==> config.mk <==
export PLATFORM = sky130hd
export DESIGN_NAME = vsq_sequencer
export DESIGN_NICKNAME = d
export VERILOG_FILES = /design/src/hdl/vsq_pkg.sv /design/src/hdl/vsq_sync_if.sv /design/src/hdl/vsq_sequencer.sv /design/src/hdl/vsq_sync.sv
export VERILOG_INCLUDE_DIRS = /design/src /design/src/hdl
export SDC_FILE = /design/constraint.sdc
export NUM_CORES = 1
export LEC_CHECK = 0
export BUFFER_PORTS_ARGS = -buffer_cell sky130_fd_sc_hd__buf_4
export CAP_MARGIN = 20
export CORE_ASPECT_RATIO = 0.8
export CORE_MARGIN = 4
export CORE_UTILIZATION = 49
export CTS_CLUSTER_SIZE = 12
export DETAILED_ROUTE_END_ITERATION = 16
export PLACE_DENSITY = 0.72
export SYNTH_ARGS = -nofsm -noshare
export SYNTH_HDL_FRONTEND = slang
export SYNTH_SLANG_ARGS = --single-unit
==> constraint.sdc <==
create_clock -name clk -period 4.34 [get_ports clk]
set_input_delay 0 -clock clk [delete_from_list [all_inputs] [get_ports clk]]
set_output_delay 0 -clock clk [all_outputs]
set_load 0.01 [all_outputs]
==> src/hdl/vsq_regs.svh <==
// Timing counts and codes for the start-up and fault sequencer.
// Assumes a 10 MHz core clock; included by the sequencer module only.
`ifndef VSQ_REGS_SVH
`define VSQ_REGS_SVH

`define VSQ_CLK_NS          100
`define VSQ_OCP_DELAY_NS    50000
`define VSQ_OCP_CYCLES      ((`VSQ_OCP_DELAY_NS) / (`VSQ_CLK_NS))
`define VSQ_CFG_CYCLES      16
`define VSQ_MID_CYCLES      8
`define VSQ_SS_STEP_CYCLES  4
`define VSQ_DAC_W           8
`define VSQ_OCP_W           10
`define VSQ_TMR_W           8

`endif

==> src/hdl/vsq_pkg.sv <==
// Types shared by the sequencer modules.
// Assumes the timing header is included where counts are needed.
package vsq_pkg;

	// ------------------------------------------------------------
	// Sequencer states
	// ------------------------------------------------------------
	typedef enum logic [2:0]
	{
		VSQ_DISABLED = 3'b000,
		VSQ_CONFIG   = 3'b001,
		VSQ_MID_WAIT = 3'b010,
		VSQ_SOFT     = 3'b011,
		VSQ_REGULATE = 3'b100,
		VSQ_OV_RAMP  = 3'b101,
		VSQ_LATCHED  = 3'b110
	} vsq_state_t;

	// Per-phase drive level
	typedef enum logic [1:0]
	{
		VSQ_PWM_OPEN = 2'b00,
		VSQ_PWM_MID  = 2'b01,
		VSQ_PWM_LOW  = 2'b10,
		VSQ_PWM_HIGH = 2'b11
	} vsq_pwm_t;

endpackage

==> src/hdl/vsq_sync_if.sv <==
// Bundle of synchronised fault flags between synchroniser and sequencer.
// Assumes one clock domain.
`timescale 1ns/1ps
interface vsq_sync_if;
	logic vcc_ok;
	logic ramp_ok;
	logic drv_ready;
	logic ocp_low;
	logic ocp_high;
	logic under_v;
	logic over_rel;
	logic over_abs;
	logic cfg_three;
	modport src (output vcc_ok, ramp_ok, drv_ready, ocp_low, ocp_high,
		under_v, over_rel, over_abs, cfg_three);
	modport dst (input vcc_ok, ramp_ok, drv_ready, ocp_low, ocp_high,
		under_v, over_rel, over_abs, cfg_three);
endinterface

==> src/hdl/vsq_sequencer.sv <==
// Start-up and protection sequencer for a multiphase regulator.
// Assumes comparator flags are analog levels, enable acts as fault clear.
//
// Operation
// - Logic supply or ramp supply undervoltage blocks operation.
// - Driver-enable low: all phases to mid level, soft start restarts.
// - After enable, outputs open with test current; gather configuration.
// - After configuration every phase goes to mid level (diode mode).
// - After mid level, assert driver-enable, then release error amplifier.
// - Soft start steps reference code from zero to target at fixed rate.
// - Each phase leaves mid level at its first pulse, on overvoltage (low) or when disabled (open).
// - Total current limit scales with active phase count.
// - During soft start a per-phase current limit also applies.
// - Lower overcurrent threshold starts latch-off counter; trips on expiry.
// - Upper overcurrent threshold shuts down at once.
// - Overcurrent and overvoltage latch until enable is cycled.
// - Undervoltage below reference minus droop drops regulator ready.
// - Relative overvoltage forces all phases low; they stay low until enable is cycled.
// - After first overvoltage trip reference ramps down to zero.
// - At zero after overvoltage, phases low, driver-enable stays high.
// - During soft start a fixed absolute overvoltage threshold is used.
// - Fourth phase pin high at configuration selects three phases.
// - Ramp supply lockout is honoured only while enabled.
`timescale 1ns/1ps
`include "vsq_regs.svh"
module vsq_sequencer
#(
	parameter int PHASES = 4,
	parameter int DAC_W  = `VSQ_DAC_W
)
(
	input  wire logic                clk,
	input  wire logic                reset_n,
	input  wire logic                enable,
	input  wire logic                vcc_ok_raw,
	input  wire logic                ramp_ok_raw,
	input  wire logic                driver_enable_line_in,
	input  wire logic                ocp_low_raw,
	input  wire logic                ocp_high_raw,
	input  wire logic                phase_ocp_raw,
	input  wire logic                under_v_raw,
	input  wire logic                over_rel_raw,
	input  wire logic                over_abs_raw,
	input  wire logic                fourth_phase_output_in,
	input  wire logic [DAC_W-1:0]    target_code,
	input  wire logic [PHASES-1:0]   pwm_pulse,
	input  wire logic [PHASES-1:0]   pwm_shed,
	output vsq_pkg::vsq_pwm_t        pwm_state [PHASES],
	output logic                     test_current_on,
	output logic                     driver_enable_line_out,
	output logic                     driver_enable_line_oe,
	output logic                     comp_release,
	output logic [DAC_W-1:0]         ref_code,
	output logic                     regulator_ready_out,
	output logic                     three_phase,
	output logic [2:0]               active_phases,
	output logic                     phase_limit_on,
	output logic                     fault_latched
);
	import vsq_pkg::*;

	vsq_sync_if s ();

	vsq_sync u_sync
	(
		.clk     (clk),
		.reset_n (reset_n),
		.raw     ({fourth_phase_output_in, over_abs_raw, over_rel_raw,
			under_v_raw, ocp_high_raw | (phase_ocp_raw & phase_limit_on),
			ocp_low_raw, driver_enable_line_in, ramp_ok_raw,
			vcc_ok_raw}),
		.o       (s)
	);

	// ------------------------------------------------------------
	// Sequencer state
	// ------------------------------------------------------------
	vsq_state_t                 state;
	vsq_state_t                 next_state;
	logic [`VSQ_TMR_W-1:0]      tmr;
	logic [`VSQ_TMR_W-1:0]      next_tmr;
	logic [`VSQ_OCP_W-1:0]      ocp_cnt;
	logic [`VSQ_OCP_W-1:0]      next_ocp_cnt;
	logic [DAC_W-1:0]           next_ref_code;
	logic                       next_three_phase;
	logic                       next_fault_latched;
	logic                       next_comp_release;
	logic                       next_test_current_on;
	logic                       next_drv_out;
	logic                       next_drv_oe;
	logic                       next_ready;
	logic                       next_phase_limit_on;
	logic [2:0]                 next_active;
	logic                       ovp_seen;
	logic                       next_ovp_seen;
	vsq_pwm_t                   next_pwm [PHASES];
	logic                       supply_ok;
	logic                       ocp_trip;
	logic                       ovp_now;
	logic                       started;

	// Count set bits of the phase enable mask
	function automatic logic [2:0] count_ones(input logic [PHASES-1:0] v);
		logic [2:0] n;
		n = 3'h0;
		for (int i = 0; i < PHASES; i++)
			n = n + {2'h0, v[i]};
		return n;
	endfunction

	// ------------------------------------------------------------
	// Next-state logic
	// ------------------------------------------------------------
	always_comb
	begin
		// Ramp lockout ignored while disabled; vcc always watched
		started   = (state != VSQ_DISABLED);
		supply_ok = s.vcc_ok & (s.ramp_ok | ~started);
		ocp_trip  = s.ocp_high |
			(s.ocp_low && ocp_cnt == `VSQ_OCP_W'(`VSQ_OCP_CYCLES - 1));
		ovp_now   = (state == VSQ_SOFT) ? s.over_abs : s.over_rel;

		next_state           = state;
		next_tmr             = tmr;
		next_ocp_cnt         = 10'h000;
		next_ref_code        = ref_code;
		next_three_phase     = three_phase;
		next_fault_latched   = fault_latched;
		next_comp_release    = comp_release;
		next_test_current_on = 1'b0;
		next_drv_out         = 1'b0;
		next_drv_oe          = 1'b0;
		next_ready           = regulator_ready_out;
		next_phase_limit_on  = 1'b0;
		next_ovp_seen        = ovp_seen;
		next_active          = three_phase ? 3'h3 : 3'h4;
		for (int i = 0; i < PHASES; i++)
			next_pwm[i] = pwm_state[i];

		// Lower threshold counts, any clear restarts the count
		if (s.ocp_low && (state == VSQ_SOFT || state == VSQ_REGULATE))
			next_ocp_cnt = ocp_cnt + 10'h001;

		case (state)
		VSQ_DISABLED:
		begin
			next_ref_code      = '0;
			next_comp_release  = 1'b0;
			next_ready         = 1'b0;
			next_fault_latched = 1'b0;
			next_ovp_seen      = 1'b0;
			for (int i = 0; i < PHASES; i++)
				next_pwm[i] = VSQ_PWM_OPEN;
			if (enable && supply_ok)
			begin
				next_state = VSQ_CONFIG;
				next_tmr   = '0;
			end
		end
		VSQ_CONFIG:
		begin
			next_test_current_on = 1'b1;
			next_tmr = tmr + 8'h01;
			if (tmr == `VSQ_TMR_W'(`VSQ_CFG_CYCLES - 1))
			begin
				next_three_phase = s.cfg_three;
				for (int i = 0; i < PHASES; i++)
					next_pwm[i] = VSQ_PWM_MID;
				next_state = VSQ_MID_WAIT;
				next_tmr   = '0;
			end
		end
		VSQ_MID_WAIT:
		begin
			next_drv_out = 1'b1;
			next_drv_oe  = 1'b1;
			next_tmr     = tmr + 8'h01;
			if (tmr == `VSQ_TMR_W'(`VSQ_MID_CYCLES - 1))
			begin
				next_comp_release = 1'b1;
				next_state = VSQ_SOFT;
				next_tmr   = '0;
			end
		end
		VSQ_SOFT:
		begin
			next_drv_out        = 1'b1;
			next_drv_oe         = 1'b1;
			next_phase_limit_on = 1'b1;
			next_tmr = tmr + 8'h01;
			if (tmr == `VSQ_TMR_W'(`VSQ_SS_STEP_CYCLES - 1))
			begin
				next_tmr = '0;
				if (ref_code < target_code)
					next_ref_code = ref_code + DAC_W'(1);
			end
			for (int i = 0; i < PHASES; i++)
				if (pwm_state[i] == VSQ_PWM_MID && pwm_pulse[i])
					next_pwm[i] = VSQ_PWM_HIGH;
			if (ref_code == target_code)
			begin
				next_state          = VSQ_REGULATE;
				next_ready          = 1'b1;
				next_phase_limit_on = 1'b0;
			end
		end
		VSQ_REGULATE:
		begin
			next_drv_out = 1'b1;
			next_drv_oe  = 1'b1;
			next_ready   = ~s.under_v;
			next_ref_code = target_code;
			// Shed phases lower the total limit proportionally
			next_active = count_ones(~pwm_shed);
			for (int i = 0; i < PHASES; i++)
				if (ovp_now)
					next_pwm[i] = VSQ_PWM_LOW;
				else if (pwm_state[i] == VSQ_PWM_MID)
					next_pwm[i] = pwm_pulse[i] ? VSQ_PWM_HIGH
						: VSQ_PWM_MID;
				else
					next_pwm[i] = pwm_pulse[i] ? VSQ_PWM_HIGH
						: VSQ_PWM_LOW;
		end
		VSQ_OV_RAMP:
		begin
			next_drv_out = 1'b1;
			next_drv_oe  = 1'b1;
			next_ready   = 1'b0;
			next_tmr = tmr + 8'h01;
			for (int i = 0; i < PHASES; i++)
				next_pwm[i] = VSQ_PWM_LOW;
			if (tmr == `VSQ_TMR_W'(`VSQ_SS_STEP_CYCLES - 1))
			begin
				next_tmr = '0;
				if (ref_code != '0)
					next_ref_code = ref_code - DAC_W'(1);
			end
			if (ref_code == '0)
				next_state = VSQ_LATCHED;
		end
		VSQ_LATCHED:
		begin
			// Drivers stay enabled after overvoltage to clamp output
			next_drv_out = ovp_seen;
			next_drv_oe  = ovp_seen;
			next_ready   = 1'b0;
			for (int i = 0; i < PHASES; i++)
				next_pwm[i] = ovp_seen ? VSQ_PWM_LOW : VSQ_PWM_MID;
		end
		default:
			next_state = VSQ_DISABLED;
		endcase

		// Faults, in priority order
		if (state == VSQ_SOFT || state == VSQ_REGULATE)
		begin
			if (ocp_trip)
			begin
				next_state         = VSQ_LATCHED;
				next_fault_latched = 1'b1;
				next_comp_release  = 1'b0;
				next_ready         = 1'b0;
			end
			else if (ovp_now && !ovp_seen)
			begin
				next_state         = VSQ_OV_RAMP;
				next_ovp_seen      = 1'b1;
				next_fault_latched = 1'b1;
				next_ready         = 1'b0;
				next_tmr           = '0;
			end
			else if (!s.drv_ready)
			begin
				// Driver not ready: back to mid level, restart ramp
				next_state    = VSQ_MID_WAIT;
				next_ref_code = '0;
				next_comp_release = 1'b0;
				next_ready    = 1'b0;
				next_tmr      = '0;
				for (int i = 0; i < PHASES; i++)
					next_pwm[i] = VSQ_PWM_MID;
			end
		end

		// A latched fault outlives a supply dip; only enable clears it
		if (started && !supply_ok && !next_fault_latched)
			next_state = VSQ_DISABLED;
		if (!enable)
			next_state = VSQ_DISABLED;
	end

	// ------------------------------------------------------------
	// State registers
	// ------------------------------------------------------------
	always_ff @(posedge clk)
	begin
		if (!reset_n)
		begin
			state                  <= VSQ_DISABLED;
			tmr                    <= '0;
			ocp_cnt                <= '0;
			ref_code               <= '0;
			three_phase            <= 1'b0;
			fault_latched          <= 1'b0;
			comp_release           <= 1'b0;
			test_current_on        <= 1'b0;
			driver_enable_line_out <= 1'b0;
			driver_enable_line_oe  <= 1'b0;
			regulator_ready_out    <= 1'b0;
			phase_limit_on         <= 1'b0;
			active_phases          <= 3'h4;
			ovp_seen               <= 1'b0;
			for (int i = 0; i < PHASES; i++)
				pwm_state[i] <= VSQ_PWM_OPEN;
		end
		else
		begin
			state                  <= next_state;
			tmr                    <= next_tmr;
			ocp_cnt                <= next_ocp_cnt;
			ref_code               <= next_ref_code;
			three_phase            <= next_three_phase;
			fault_latched          <= next_fault_latched;
			comp_release           <= next_comp_release;
			test_current_on        <= next_test_current_on;
			driver_enable_line_out <= next_drv_out;
			driver_enable_line_oe  <= next_drv_oe;
			regulator_ready_out    <= next_ready;
			phase_limit_on         <= next_phase_limit_on;
			active_phases          <= next_active;
			ovp_seen               <= next_ovp_seen;
			for (int i = 0; i < PHASES; i++)
				pwm_state[i] <= next_pwm[i];
		end
	end
endmodule

==> src/hdl/vsq_sync.sv <==
// Two-flop synchronisers for the analog comparator results.
// Assumes comparators settle slower than two clock periods.
`timescale 1ns/1ps
module vsq_sync
(
	input  wire logic       clk,
	input  wire logic       reset_n,
	input  wire logic [8:0] raw,
	vsq_sync_if.src         o
);
	import vsq_pkg::*;

	logic [8:0] stage1;
	logic [8:0] stage2;
	logic [8:0] next_stage1;
	logic [8:0] next_stage2;

	// ------------------------------------------------------------
	// First stage feeds only the second stage
	// ------------------------------------------------------------
	always_comb
	begin
		next_stage1 = raw;
		next_stage2 = stage1;
	end

	always_ff @(posedge clk)
	begin
		if (!reset_n)
		begin
			stage1 <= 9'h000;
			stage2 <= 9'h000;
		end
		else
		begin
			stage1 <= next_stage1;
			stage2 <= next_stage2;
		end
	end

	assign o.vcc_ok    = stage2[0];
	assign o.ramp_ok   = stage2[1];
	assign o.drv_ready = stage2[2];
	assign o.ocp_low   = stage2[3];
	assign o.ocp_high  = stage2[4];
	assign o.under_v   = stage2[5];
	assign o.over_rel  = stage2[6];
	assign o.over_abs  = stage2[7];
	assign o.cfg_three = stage2[8];
endmodule

# After elaboration in Yosys (flattened, before gate mapping)
# Cells that the tools add are included.
[op_classes] addsub=7 n_lt_le_gt_ge=1 n_eq_ne=15 mux=81 bitwise=10 reduce_logical=26
[op_table] operator="two-way mux 8 bit" n=21
[op_table] operator="case mux 8 bit (4 select lines)" n=2
[op_table] operator="case mux 8 bit (6 select lines)" n=1
[op_table] operator="two-way mux 2 bit" n=17
[op_table] operator="two-way mux 3 bit" n=11
[op_table] operator="two-way mux 1 bit" n=25
[op_table] operator="case mux 3 bit (6 select lines)" n=1
[op_table] operator="adder 8 x 1 -> 8 bit (second input constant)" n=2
[op_table] operator="adder 10 x 1 -> 10 bit (second input constant)" n=1
[op_table] operator="equality test 10 x 9 -> 1 bit (second input constant)" n=1
[op_table] operator="logical AND 1 bit" n=10
[op_table] operator="equality test 3 bit (second input constant)" n=3
[op_table] operator="equality test 2 x 1 -> 1 bit (second input constant)" n=4
[op_table] operator="equality test 8 x 2 -> 1 bit (second input constant)" n=1
[op_table] operator="equality test 8 x 3 -> 1 bit (second input constant)" n=1
[op_table] operator="equality test 8 x 4 -> 1 bit (second input constant)" n=1
[op_table] operator="equality test 8 bit" n=1
[op_table] operator="logical NOT 8 bit" n=1
[op_table] operator="< comparator 8 bit" n=1
[op_table] operator="nonzero test 8 bit" n=1
[op_table] operator="subtractor 8 x 1 -> 8 bit (second input constant)" n=1
[op_table] operator="equality test 3 x 2 -> 1 bit (second input constant)" n=2
[op_table] operator="AND reduction 2 bit" n=3
[op_table] operator="OR reduction 3 bit" n=2
[op_table] operator="other kinds (16)" n=26
[totals] ff_bits=66 out_inout_bits=27 elab_cells=159

# Longest topological paths before layout
# Gate-level depths: netlist of run 1.
[logic_depth] depth_word=11 ltp_mapped=10

# Modules after synthesis
# A second synthesis of run 1 with hierarchy kept.
[hier_totals] hier_cells=455 area_unflattened_um2=3774.9
[by_module_without_submodules] mod="vsq_sequencer" instances=1 cells_each=418 area_per_inst_um2=3273.1 seq_area_each_um2=960.9
[by_module_without_submodules] mod="vsq_sync" instances=1 cells_each=37 area_per_inst_um2=501.7 seq_area_each_um2=360.3

# Least setup slack after synthesis of run 1
# Ideal clock, no wire load.
[synth_path] path_kind="reg-to-reg" from="register tmr[0]" to="register ref_code[3]" setup_time_ns=0.060 t_arrival_ns=2.256 t_required_ns=4.280 path_slack_ns=2.024 stages_incl_launch_ff=9 synth_period_minus_slack_ns=2.316 path_cell_list="dfxtp_1 > ha_1 > nor3b_2 > nand2_2 > or4_1 > clkbuf_1 > or4_1 > a21oi_1 > o221a_1"
[synth_between] elab_chain_len=7
[synth_rtl] item="start: declaration" line="vsq_sequencer.sv:80" source="logic [`VSQ_TMR_W-1:0] tmr;"
[synth_rtl] item="start signal: assignment" line="vsq_sequencer.sv:320" source="tmr <= next_tmr;"
[synth_rtl] item="equality test 8 x 2 -> 1 bit *" line="vsq_sequencer.sv:191, vsq_sequencer.sv:233"
[synth_rtl] item="two-way mux 8 bit, on equally long branches" line="vsq_sequencer.sv:233, vsq_sequencer.sv:191"
[synth_rtl] item="case mux 8 bit (4 select lines) *" line="vsq_sequencer.sv:144" source="case (state)"
[synth_rtl] item="two-way mux 8 bit" line="vsq_sequencer.sv:273" source="else if (!s.drv_ready)"
[synth_rtl] item="two-way mux 8 bit" line="vsq_sequencer.sv:265" source="else if (ovp_now && !ovp_seen)"
[synth_rtl] item="two-way mux 8 bit" line="vsq_sequencer.sv:258" source="if (ocp_trip)"
[synth_rtl] item="two-way mux 8 bit *" line="vsq_sequencer.sv:256" source="if (state == VSQ_SOFT || state == VSQ_REGULATE)"
[synth_rtl] item="end signal: assignment" line="vsq_sequencer.sv:322" source="ref_code <= next_ref_code;"
[synth_rtl] item="end: declaration" line="vsq_sequencer.sv:53" source="output logic [DAC_W-1:0] ref_code,"
# Every way passes the cells marked *; elsewhere a longest branch is shown, timed or not.
# A chain may end at the register's enable or synchronous reset.

# Worst setup path after layout of run 1
[layout_path] from="register state[0]" to="register pwm_state[0] (netlist bit)"
[layout_between] elab_chain_len=8
[layout_rtl] item="start: declaration" line="vsq_sequencer.sv:78" source="vsq_state_t state;"
[layout_rtl] item="start signal: assignment" line="vsq_sequencer.sv:319" source="state <= next_state;"
[layout_rtl] item="equality test 3 x 2 -> 1 bit" line="vsq_sequencer.sv:121, vsq_sequencer.sv:144, vsq_sequencer.sv:256"
[layout_rtl] item="two-way mux 1 bit" line="vsq_sequencer.sv:121" source="ovp_now = (state == VSQ_SOFT) ? s.over_abs : s.over_rel;"
[layout_rtl] item="two-way mux 2 bit" line="vsq_sequencer.sv:216" source="if (ovp_now)"
[layout_rtl] item="case mux 8 bit (6 select lines)" line="vsq_sequencer.sv:144"
[layout_rtl] item="two-way mux 8 bit" line="vsq_sequencer.sv:273"
[layout_rtl] item="two-way mux 8 bit" line="vsq_sequencer.sv:265"
[layout_rtl] item="two-way mux 8 bit" line="vsq_sequencer.sv:258"
[layout_rtl] item="two-way mux 8 bit *" line="vsq_sequencer.sv:256"
[layout_rtl] item="end signal: indexed assignment" line="vsq_sequencer.sv:334" source="pwm_state[i] <= next_pwm[i];"
[layout_rtl] item="end: declaration" line="vsq_sequencer.sv:48" source="output vsq_pkg::vsq_pwm_t pwm_state [PHASES],"
# Marked as above.

==> flow_metrics.tcl, run 1 <==
set metrics [dict create \
    start_util_pct 50.2 \
    critical_path.endpoint_type "flop" \
    async_set_reset_flop_share_out_of_synthesis_pct 0 \
    first_global_vias 3428 \
    cp_cell_sequence "and3b_1, mux2i_1, nand2b_1, nor3_1, a221oi_1, a21boi_0" \
    yosys_register_bits 66 \
    placed_cells 602 \
    net_count_after_synthesis 511 \
    worst-path-max-fanout 28 \
    arrival_ns 3.32 \
    leakage_uw 0.00177 \
    cts_inserted_buffers 9 \
    worstPathRequired_ns 4.54 \
    floorplan.rows 28 \
    wire_length_of_the_first_global_routing_pass_um 16900 \
    ant_nets 0 \
    synthCells 466 \
    cts_tree "built" \
    final.setup_skew_ns 0.00683 \
    tritoncts_num_sinks 66 \
    instance_count_along_the_most_critical_hold_path 3 \
    h_tree_depth 3 \
    grt.total_usage_pct 23.2 \
    mappedNetlistArea_um2 3710 \
    timing.setup.tns_ns 0 \
    slew_violations 0 \
    io_pins 56 \
    relSlewSlack_pct 41.0 \
    synthFlopType "dfxtp_1" \
    synthesis.yosys.warnings 0 \
    setup_repair_after_global_routing_missed_its_margin "no" \
    reg2reg_depth 6 \
    die_width_um 105 \
    max_clock_freq_ghz 0.320 \
    maxCapViolCount 0 \
    dr.pass1.iters 5 \
    maximum_number_of_pins_on_one_net_before_global_route_repair 38 \
    detail_route.wirelength_um 10100 \
    clk_pin_slew_worst_paths_ns 0.07 \
    via_per_inst 5.76 \
    max_slew.worst_pin.slew_ns 0.884 \
    power_per_cell_area_nw_per_um2 268 \
    worst_path_largest_cell_delay_ns 0.86 \
    layout.nets 570 \
    synth-seq-area-share_pct 35.6 \
    setup.worst_path.start_class "flop" \
    core_um2 7390 \
    dp_hpwl_um 7210 \
    later_pin_clock_latency_in_the_skew_report_ns 0.35 \
    synth_area_leader_cell "dfxtp_1" \
    post_synth.cell_area_avg_um2 7.96 \
    floorplan_die_height_um 85.8 \
    max-clock-path-buffers 2 \
    grt_remaining_overflow 0 \
    worstSetupPathType "reg -> reg" \
    detail_route.drc_violations 0 \
    antenna_found_initial 0 \
    place.port_buffers 55 \
    number_of_setup_violations_in_the_final_report 0 \
    report.final.hold_viol_count 0 \
    vdd_drop_max_mv 0.215 \
    synth_edf_count 0 \
    min_path_type "in -> reg" \
    dr_total_vias 3655 \
    critical_path.slowest_cell "dfxtp_1" \
    drt-wirelength-per-cell_um 15.9 \
    initialDrtViolationCount 302 \
    share_of_layout_cells_above_drive_strength_1_pct 15.3 \
    antenna-diode-count 0 \
    netlist_top_cells_area "dfxtp_1, o21ai_0, ha_1" \
    synth_top_area_share_pct 35.6 \
    synth.distinct_cells 58 \
    synth.top_cells.by_count "dfxtp_1, nor2_1, nand2_1" \
    gp_routability_congestion 0.994 \
    cts_root_buf "clkbuf_8" \
    synthToLayoutAreaGrowth_pct 22.2 \
    finalWorstPathRequiredPeriod_ns 3.12 \
    die-area_um2 9040 \
    timing.final.crit_share_pct 72.0 \
    status "finished clean" \
    yosysMostFrequentCell "dfxtp_1" \
    post_layout_cell_count 635 \
]
-- repair_timing --
action | 4_1_cts | 5_1_grt
gates resized for setup | 0 | 0
buffers inserted | 0 | 0
hold endpoints to repair | 18 | 0
hold buffers | 17 | 0
-- layout by cell type, fill, tap and decap left out, drive strengths merged, types with 4 or more instances in the layout --
| master | synthesis | final |
|---|---|---|
| nand4 | 4 | 4 |
| and3 | 5 | 5 |
| dfxtp | 66 | 66 |
| buf | 6 | 57 |
| nand2b | 7 | 7 |
| a21boi | 9 | 9 |
| a211oi | 6 | 6 |
| nor2 | 44 | 44 |
| o21ai | 41 | 41 |
| dlygate4sd3 | 0 | 17 |
| xnor2 | 8 | 8 |
| a31o | 4 | 4 |
| o31ai | 4 | 4 |
| mux2i | 5 | 5 |
| ha | 15 | 15 |
| a22oi | 5 | 5 |
| nand2 | 41 | 41 |
| nor4 | 5 | 5 |
| inv | 20 | 20 |
| nand3 | 18 | 18 |
| nor3 | 9 | 9 |
| and2 | 20 | 20 |
| xor2 | 8 | 8 |
| a221oi | 8 | 8 |
| a31oi | 7 | 7 |
| or3 | 4 | 4 |
| nor2b | 8 | 8 |
| a21oi | 32 | 32 |
| clkbuf | 20 | 12 |
-- path summary, 6_finish.rpt --
path	startpoint	end	slack, ns
worst max-delay path	state[0]$_SDFF_PP0_	pwm_state[0]$_SDFF_PN0_	1.22
worst min-delay path	pwm_pulse[2]	pwm_state[2]$_SDFF_PN0_	0.02
worst max register to register	state[0]$_SDFF_PP0_	pwm_state[0]$_SDFF_PN0_	1.22
worst min register to register	u_sync.next_stage2[6]$_SDFF_PN0_	u_sync.stage2[6]$_SDFF_PN0_	0.44
-- layer usage --
metal,up-vias,wire length [um],track usage [%]
li1,1788,-,-
met1,1700,4650,32.5
met3,17,720,5.27
met2,150,4530,35.2
met4,0,172,7.87
met5,-,0,0
-- power by group --
part / internal [uW] / switching, uW
Clock: 281 / 231
Combinational: 44.3 / 39.5
Sequential: 614 / 5.80
-- registers in the layout (all words and copies together) (netlist names), 3 cells and up --
register            flops
active_phases           3
ocp_cnt                10
pwm_state               8
ref_code                8
state                   3
tmr                     8
u_sync.next_stage2      9
u_sync.stage2           9
-- kinds of logic after synthesis --
kind of cell,synth area share [%]
and+or+nand+nor,24.9
AOI/OAI and AO/OA,23.5
DFF,35.6
buffers and inverters,4.92
xor gates and xnor gates,3.78
adders and majority gates,5.60
muxes,1.65
-- cell type report --
type                       instances  area, um^2
clock buffer                      12         145
clock inverter                     4        51.3
fill                             653        2860
inverter                          21        78.8
multi-input combinational        353        2210
sequential                        66        1320
tap                              105         131
timing repair buffer              74         598
-- worst max-delay path: cells and delay by family, from the launching register on --
family	cells	cell delay (ns)
simple gates	3	0.96
flops	1	0.86
compound gates	2	0.74
mux	1	0.40
-- through the flow --
stage                     setup WS (ns)  hold slack (ns)  power [uW]  cell area [um^2]  utilization, %
after CTS                          1.29         0.000539        1230              4530            61.3
after detailed placement           1.31            0.212         704              4170            56.3
after floorplan                    2.02            0.127         668              3710               -
after global placement             1.51            0.208         702              4170            56.3
after global routing              0.998           0.0385        1260              4530            61.3
final                              1.22           0.0185        1220              4530            61.3
No activity file was read; power rests on OpenSTA's default activity.
==> inputs of run 2 (changes only) <==
- ABC_AREA: unset -> 1
- PLACE_DENSITY: 0.72 -> 0.75
- clock period: 4.34 -> 2.5 ns (I/O delays scaled with it)
==> run 2 against run 1 <==
Compared with the run above:
- power grew 76%
- final area grew 3.4%
- combinational power grew 77%
- maximum frequency grew 47%
- non-clock buffer count shrank 6
- sequential share of layout area shrank 0.96 points
- sequential power grew 73%
==> flow_metrics.tcl, run 2 <==
set metrics [dict create \
    h_tree_depth 3 \
    cpMostUsedCell "nand2_1" \
    total_power_uw 2140 \
    worstPathRequired_ns 2.81 \
    cts_root_buf "clkbuf_8" \
    antenna-diode-count 0 \
    share_of_layout_cells_above_drive_strength_1_pct 14.5 \
    largest_register "ocp_cnt" \
    layout.nets 711 \
    arrival_ns 2.43 \
    dr.pass1.iters 5 \
    post_cts_resized 0 \
    maxCapViolCount 0 \
    cp_cell_sequence "nand2_1, inv_1, nand2_1, nor2_1, nor2_1, nand3_1, nand2_1, inv_1" \
    worst_slack_ns 0.380 \
    vdd_drop_max_mv 0.462 \
    detail_route.wirelength_um 9970 \
    leakage_uw 0.00224 \
    tritoncts_num_sinks 66 \
    post_layout_cell_count 776 \
    net_count_after_synthesis 644 \
    max_slew.worst_pin.slew_ns 0.618 \
    place_area_um2 4380 \
    worstSetupPathType "reg -> reg" \
    reg2reg_depth 8 \
    wire_length_of_the_first_global_routing_pass_um 16500 \
    critical_path.endpoint_type "flop" \
    dp_hpwl_um 7420 \
    power_per_cell_area_nw_per_um2 456 \
    io_pins 56 \
    synthFlopType "dfxtp_1" \
    floorplan_die_height_um 87.7 \
    final.setup_skew_ns 0.0105 \
    number_of_setup_violations_in_the_final_report 0 \
    later_pin_clock_latency_in_the_skew_report_ns 0.36 \
    min_path_type "in -> reg" \
    max-clock-path-buffers 2 \
    fill_count 729 \
    synth_top_area_share_pct 34.0 \
    antenna_found_initial 0 \
    core_um2 7570 \
    timing.setup.tns_ns 0 \
    ant_nets 0 \
    synthToLayoutAreaGrowth_pct 20.5 \
    critical_path.top_delay_family "simple AND/OR/NAND/NOR gates" \
    timing.final.crit_share_pct 84.8 \
    report.final.hold_viol_count 0 \
    layout_commonest_cell "nand2_1" \
    cts_tree "built" \
    mappedNetlistArea_um2 3890 \
    die-area_um2 9430 \
    dp_slack_ns 0.376 \
    grt.total_usage_pct 21.8 \
    yosys_register_bits 66 \
    timing.critical_path.buf_inv 2 \
    initialDrtViolationCount 260 \
    gp_routability_congestion 0.964 \
    start_util_pct 51.4 \
    synth.distinct_cells 40 \
    floorplan.rows 28 \
    status "finished clean" \
    cts_inserted_buffers 9 \
    slew_violations 0 \
    flip_flop_count_of_the_largest_register_all_copies_and_words_added 10 \
    placed_cells 749 \
    place.port_buffers 55 \
    path_depth 8 \
    drt-wirelength-per-cell_um 12.8 \
    grt_remaining_overflow 0 \
    yosysMostFrequentCell "nand2_1" \
    die_width_um 108 \
    final_non_filler_cell_area_um2 4690 \
    finalWorstPathRequiredPeriod_ns 2.12 \
    setup.worst_path.start_class "flop" \
    clk_pin_slew_worst_paths_ns 0.08 \
    post_synth.cell_area_avg_um2 6.49 \
    synth_edf_count 0 \
    first_global_vias 3584 \
    instance_count_along_the_most_critical_hold_path 5 \
    worst-path-max-fanout 13 \
    synth-seq-area-share_pct 34.0 \
    detail_route.drc_violations 0 \
    netlist_top_cells_area "dfxtp_1, nand2_1, inv_1" \
    async_set_reset_flop_share_out_of_synthesis_pct 0 \
    via_per_inst 5.05 \
    synth.top_cells.by_count "nand2_1, inv_1, nor2_1" \
    synth_area_leader_cell "dfxtp_1" \
    final_cell_mix "nand2_1, inv_1, nor2_1" \
    synthCells 599 \
    relSlewSlack_pct 58.8 \
    maximum_number_of_pins_on_one_net_before_global_route_repair 39 \
    synthesis.yosys.warnings 0 \
    setup_repair_after_global_routing_missed_its_margin "no" \
    dr_total_vias 3916 \
    worst_path_largest_cell_delay_ns 0.61 \
    max_clock_freq_ghz 0.472 \
    critical_path.slowest_cell "dfxtp_1" \
]
-- run 2: cell type report --
cell class                 count  area, um^2  share of cell area [%]
sequential                    66        1320                    28.2
timing repair buffer          68         538                    11.5
multi-input combinational    422        2120                    45.3
clock buffer                   9         124                    2.64
inverter                      99         372                    7.93
clock inverter                 7        76.3                    1.63
tap                          105         131                    2.80
-- run 2: routing by layer --
| metal | global-route usage (%) | wire length (um) | vias to the layer above |
|---|---|---|---|
| met1 | 28.2 | 4480 | 1722 |
| met4 | 6.77 | 180 | 0 |
| li1 | - | - | 2039 |
| met3 | 6.63 | 840 | 20 |
| met2 | 35.2 | 4470 | 135 |
| met5 | 0 | 0 | - |
-- run 2: metrics by stage --
step                hold slack (ns)  utilization (%)
finish                       0.0330             61.9
global route                 0.0580             61.9
CTS                          0.0188             61.9
detailed placement            0.185             57.8
global placement              0.182             57.8
floorplan                    0.0976                -
-- run 2: report_power, final --
part           leakage, uW  internal [uW]  switching [uW]
Clock            0.0000962            467             453
Combinational      0.00161           69.8            78.1
Sequential        0.000536           1070            6.14
Total              0.00224           1600             537
-- run 2: cells by family after synthesis --
kind of cell | count (synthesis) | share of synthesized area (%)
flip-flops | 66 | 34.0
buffers and inverters | 111 | 11.4
AND/OR/NAND/NOR | 318 | 35.7
AO/OA/AOI/OAI | 86 | 13.1
adder cells (fa/ha/maj) | 16 | 5.34
XOR/XNOR | 2 | 0.451
-- run 2: what timing repair did --
action | 4_1_cts | 5_1_grt
setup buffers | 0 | 0
hold buffers | 11 | 0
endpoints found under the hold margin | 12 | 0
-- run 2: worst register-to-register path, cell delays in order (launching register included) --
cell and delay, ns:
dfxtp_1 0.61, nand2_1 0.43, inv_1 0.50, nand2_1 0.19, nor2_1 0.12, nor2_1 0.05, nand3_1 0.06, nand2_1 0.05
inv_1 0.06
-- run 2: path summary, 6_finish.rpt --
| check | slack (ns) | end | from |
|---|---|---|---|
| hold / removal | 0.03 | ref_code[6]$_SDFF_PN0_ | target_code[6] |
| hold reg to reg | 0.40 | u_sync.stage2[5]$_SDFF_PN0_ | u_sync.next_stage2[5]$_SDFF_PN0_ |
| setup reg to reg | 0.38 | pwm_state[0]$_SDFF_PN0_ | state[2]$_SDFF_PP0_ |
| setup / recovery | 0.38 | pwm_state[0]$_SDFF_PN0_ | state[2]$_SDFF_PP0_ |
==> inputs of run 3 (changes only) <==
- clock period: 2.5 -> 1.79 ns (I/O delays scaled with it)
==> run 3 against run 2 <==
Compared with the run above:
- core utilization grew 4.1 points
- wire length up 7.2%
- sequential cell count unchanged
- setup slack got worse by 0.29 ns
- sequential power up 40%
- worst hold slack got worse by 0.0031 ns
- clock power is 40% higher
- first-iteration DRC count fell by 9.2%
- power increased by 41%
- die area unchanged
- clock-buffer cell count up 1
- critical path type unchanged
- critical endpoint is now ref_code[7]$_SDFF_PN0_
==> flow_metrics.tcl, run 3 (synthesized netlist as in run 2, its figures left out) <==
set metrics [dict create \
    later_pin_clock_latency_in_the_skew_report_ns 0.35 \
    hold_start "pwm_pulse[1]" \
    die_width_um 108 \
    critical_path.slowest_cell "dfxtp_2" \
    grt_remaining_overflow 0 \
    route.top_layer_used "met4" \
    first_global_vias 3749 \
    die-area_um2 9430 \
    hold-path-endpoint "pwm_state[5]$_SDFF_PN0_" \
    met2_wirelength_um 4880 \
    arrival_ns 1.98 \
    report.final.hold_viol_count 0 \
    worstSetupPathType "reg -> reg" \
    floorplan.rows 28 \
    grt.total_usage_pct 23.1 \
    tritoncts_num_sinks 66 \
    detail_route.wirelength_um 10700 \
    gp_routability_congestion 0.878 \
    clk_pin_slew_worst_paths_ns 0.08 \
    fill_count 680 \
    synthToLayoutAreaGrowth_pct 28.6 \
    status "finished clean" \
    leakage_uw 0.00243 \
    final_cell_mix "nand2_1, inv_1, buf_4" \
    detail_route.drc_violations 0 \
    wire_length_of_the_first_global_routing_pass_um 17600 \
    final_hold_slack_ns 0.0299 \
    dr_total_vias 4192 \
    power_per_cell_area_nw_per_um2 602 \
    place_area_um2 4580 \
    max_clock_freq_ghz 0.588 \
    timing.final.crit_share_pct 94.9 \
    relSlewSlack_pct 66.7 \
    cts_root_buf "clkbuf_8" \
    antenna-diode-count 0 \
    reg2reg_to "ref_code[7]$_SDFF_PN0_" \
    place.port_buffers 55 \
    dr.pass1.iters 7 \
    maxCapViolCount 0 \
    share_of_layout_cells_above_drive_strength_1_pct 20.9 \
    core_um2 7570 \
    largest_register "ocp_cnt" \
    antenna_found_initial 0 \
    total_power_uw 3010 \
    reg2reg_depth 10 \
    drt-wirelength-per-cell_um 13.2 \
    critical_path.endpoint_type "flop" \
    ant_nets 0 \
    instance_count_along_the_most_critical_hold_path 4 \
    min_path_type "in -> reg" \
    via_per_inst 5.19 \
    timing.setup.tns_ns 0 \
    finalWorstPathRequiredPeriod_ns 1.70 \
    flip_flop_count_of_the_largest_register_all_copies_and_words_added 10 \
    worst_path_largest_cell_delay_ns 0.36 \
    cpMostUsedCell "nand3_1" \
    max-clock-path-buffers 2 \
    initialDrtViolationCount 236 \
    maximum_number_of_pins_on_one_net_before_global_route_repair 38 \
    h_tree_depth 3 \
    cts_inserted_buffers 9 \
    cp_cell_sequence "ha_2, nand3_1, nor2_4, buf_4, nand3_1, nor2_1, nand2_1, nand2_1, nand3_1, a21oi_1" \
    layout.nets 743 \
    layout_commonest_cell "nand2_1" \
    post_layout_cell_count 808 \
    placed_cells 776 \
    final.setup_skew_ns 0.00918 \
    setup.reg_to_reg.worst_slack_ns 0.09 \
    slew_violations 0 \
    vdd_drop_max_mv 0.503 \
    max_slew.worst_pin.slew_ns 0.494 \
    worstPathRequired_ns 2.07 \
    reg2reg_from "tmr[0]$_SDFF_PN0_" \
    cts_tree "built" \
    final_non_filler_cell_area_um2 5000 \
    number_of_setup_violations_in_the_final_report 0 \
    met3_wirelength_um 818 \
    io_pins 56 \
    floorplan_die_height_um 87.7 \
    met1_length_um 4810 \
    worst-path-max-fanout 7 \
    setup.worst_path.start_class "flop" \
    dp_hpwl_um 7730 \
    start_util_pct 51.4 \
    setup_repair_after_global_routing_missed_its_margin "yes" \
]
run 3: cell type report:
| cell class | instances | area [um^2] | share of cell area, % |
|---|---|---|---|
| repair buffers | 100 | 786 | 15.7 |
| clock buffers | 10 | 138 | 2.75 |
| clock inverters | 6 | 65.1 | 1.30 |
| inverters | 99 | 374 | 7.48 |
| flip-flops and latches | 66 | 1330 | 26.5 |
| well taps | 105 | 131 | 2.63 |
| multi-input cells | 422 | 2180 | 43.6 |
run 3: critical path, delay by kind of cell (launching register included):
family,cells,cell delay (ns)
fa+ha+maj,1,0.20
flops,1,0.36
compound gates,1,0.15
simple gates,7,0.74
buf+inv,1,0.18
run 3: how the worst max path moves through the flow:
stage	from	to	slack (ns)	depth (start not counted)
finish	tmr[0]$_SDFF_PN0_	ref_code[7]$_SDFF_PN0_	0.09	10
global route	tmr[0]$_SDFF_PN0_	ref_code[7]$_SDFF_PN0_	-0.12	10
CTS	ref_code[7]$_SDFF_PN0_	regulator_ready_out$_SDFF_PN0_	0.03	8
detailed placement	ref_code[7]$_SDFF_PN0_	regulator_ready_out$_SDFF_PN0_	0.05	8
global placement	tmr[0]$_SDFF_PN0_	ref_code[6]$_SDFF_PN0_	0.08	9
floorplan	ref_code[5]$_SDFF_PN0_	ref_code[5]$_SDFF_PN0_	0.03	11
run 3: metal layers:
layer	up-vias	track usage (%)
met2	182	37.5
met3	22	4.72
met5	-	0
met4	0	7.68
li1	2105	-
met1	1883	31.0
run 3: power by group:
part	leakage [uW]	switching, uW	total (uW)	internal, uW
sequential	0.000538	7.31	1500	1490
clock	0.000103	608	1290	683
combinational	0.00179	115	220	105
total	0.00243	730	3010	2280
run 3: repair_timing:
item | in CTS | in global routing
setup buffers | 0 | 5
endpoints found under the hold margin | 11 | 0
setup endpoints to repair | 1 | 33
resized for setup | 1 | 25
pin swaps | 0 | 4
hold buffers | 11 | 0
run 3: through the flow:
| step | utilization [%] | setup slack [ns] |
|---|---|---|
| CTS | 64.7 | 0.0289 |
| detailed placement | 60.5 | 0.0541 |
| global placement | 60.5 | 0.0807 |
| finish | 66.1 | 0.0906 |
| global route | 66.1 | -0.116 |
| floorplan | - | 0.0317 |
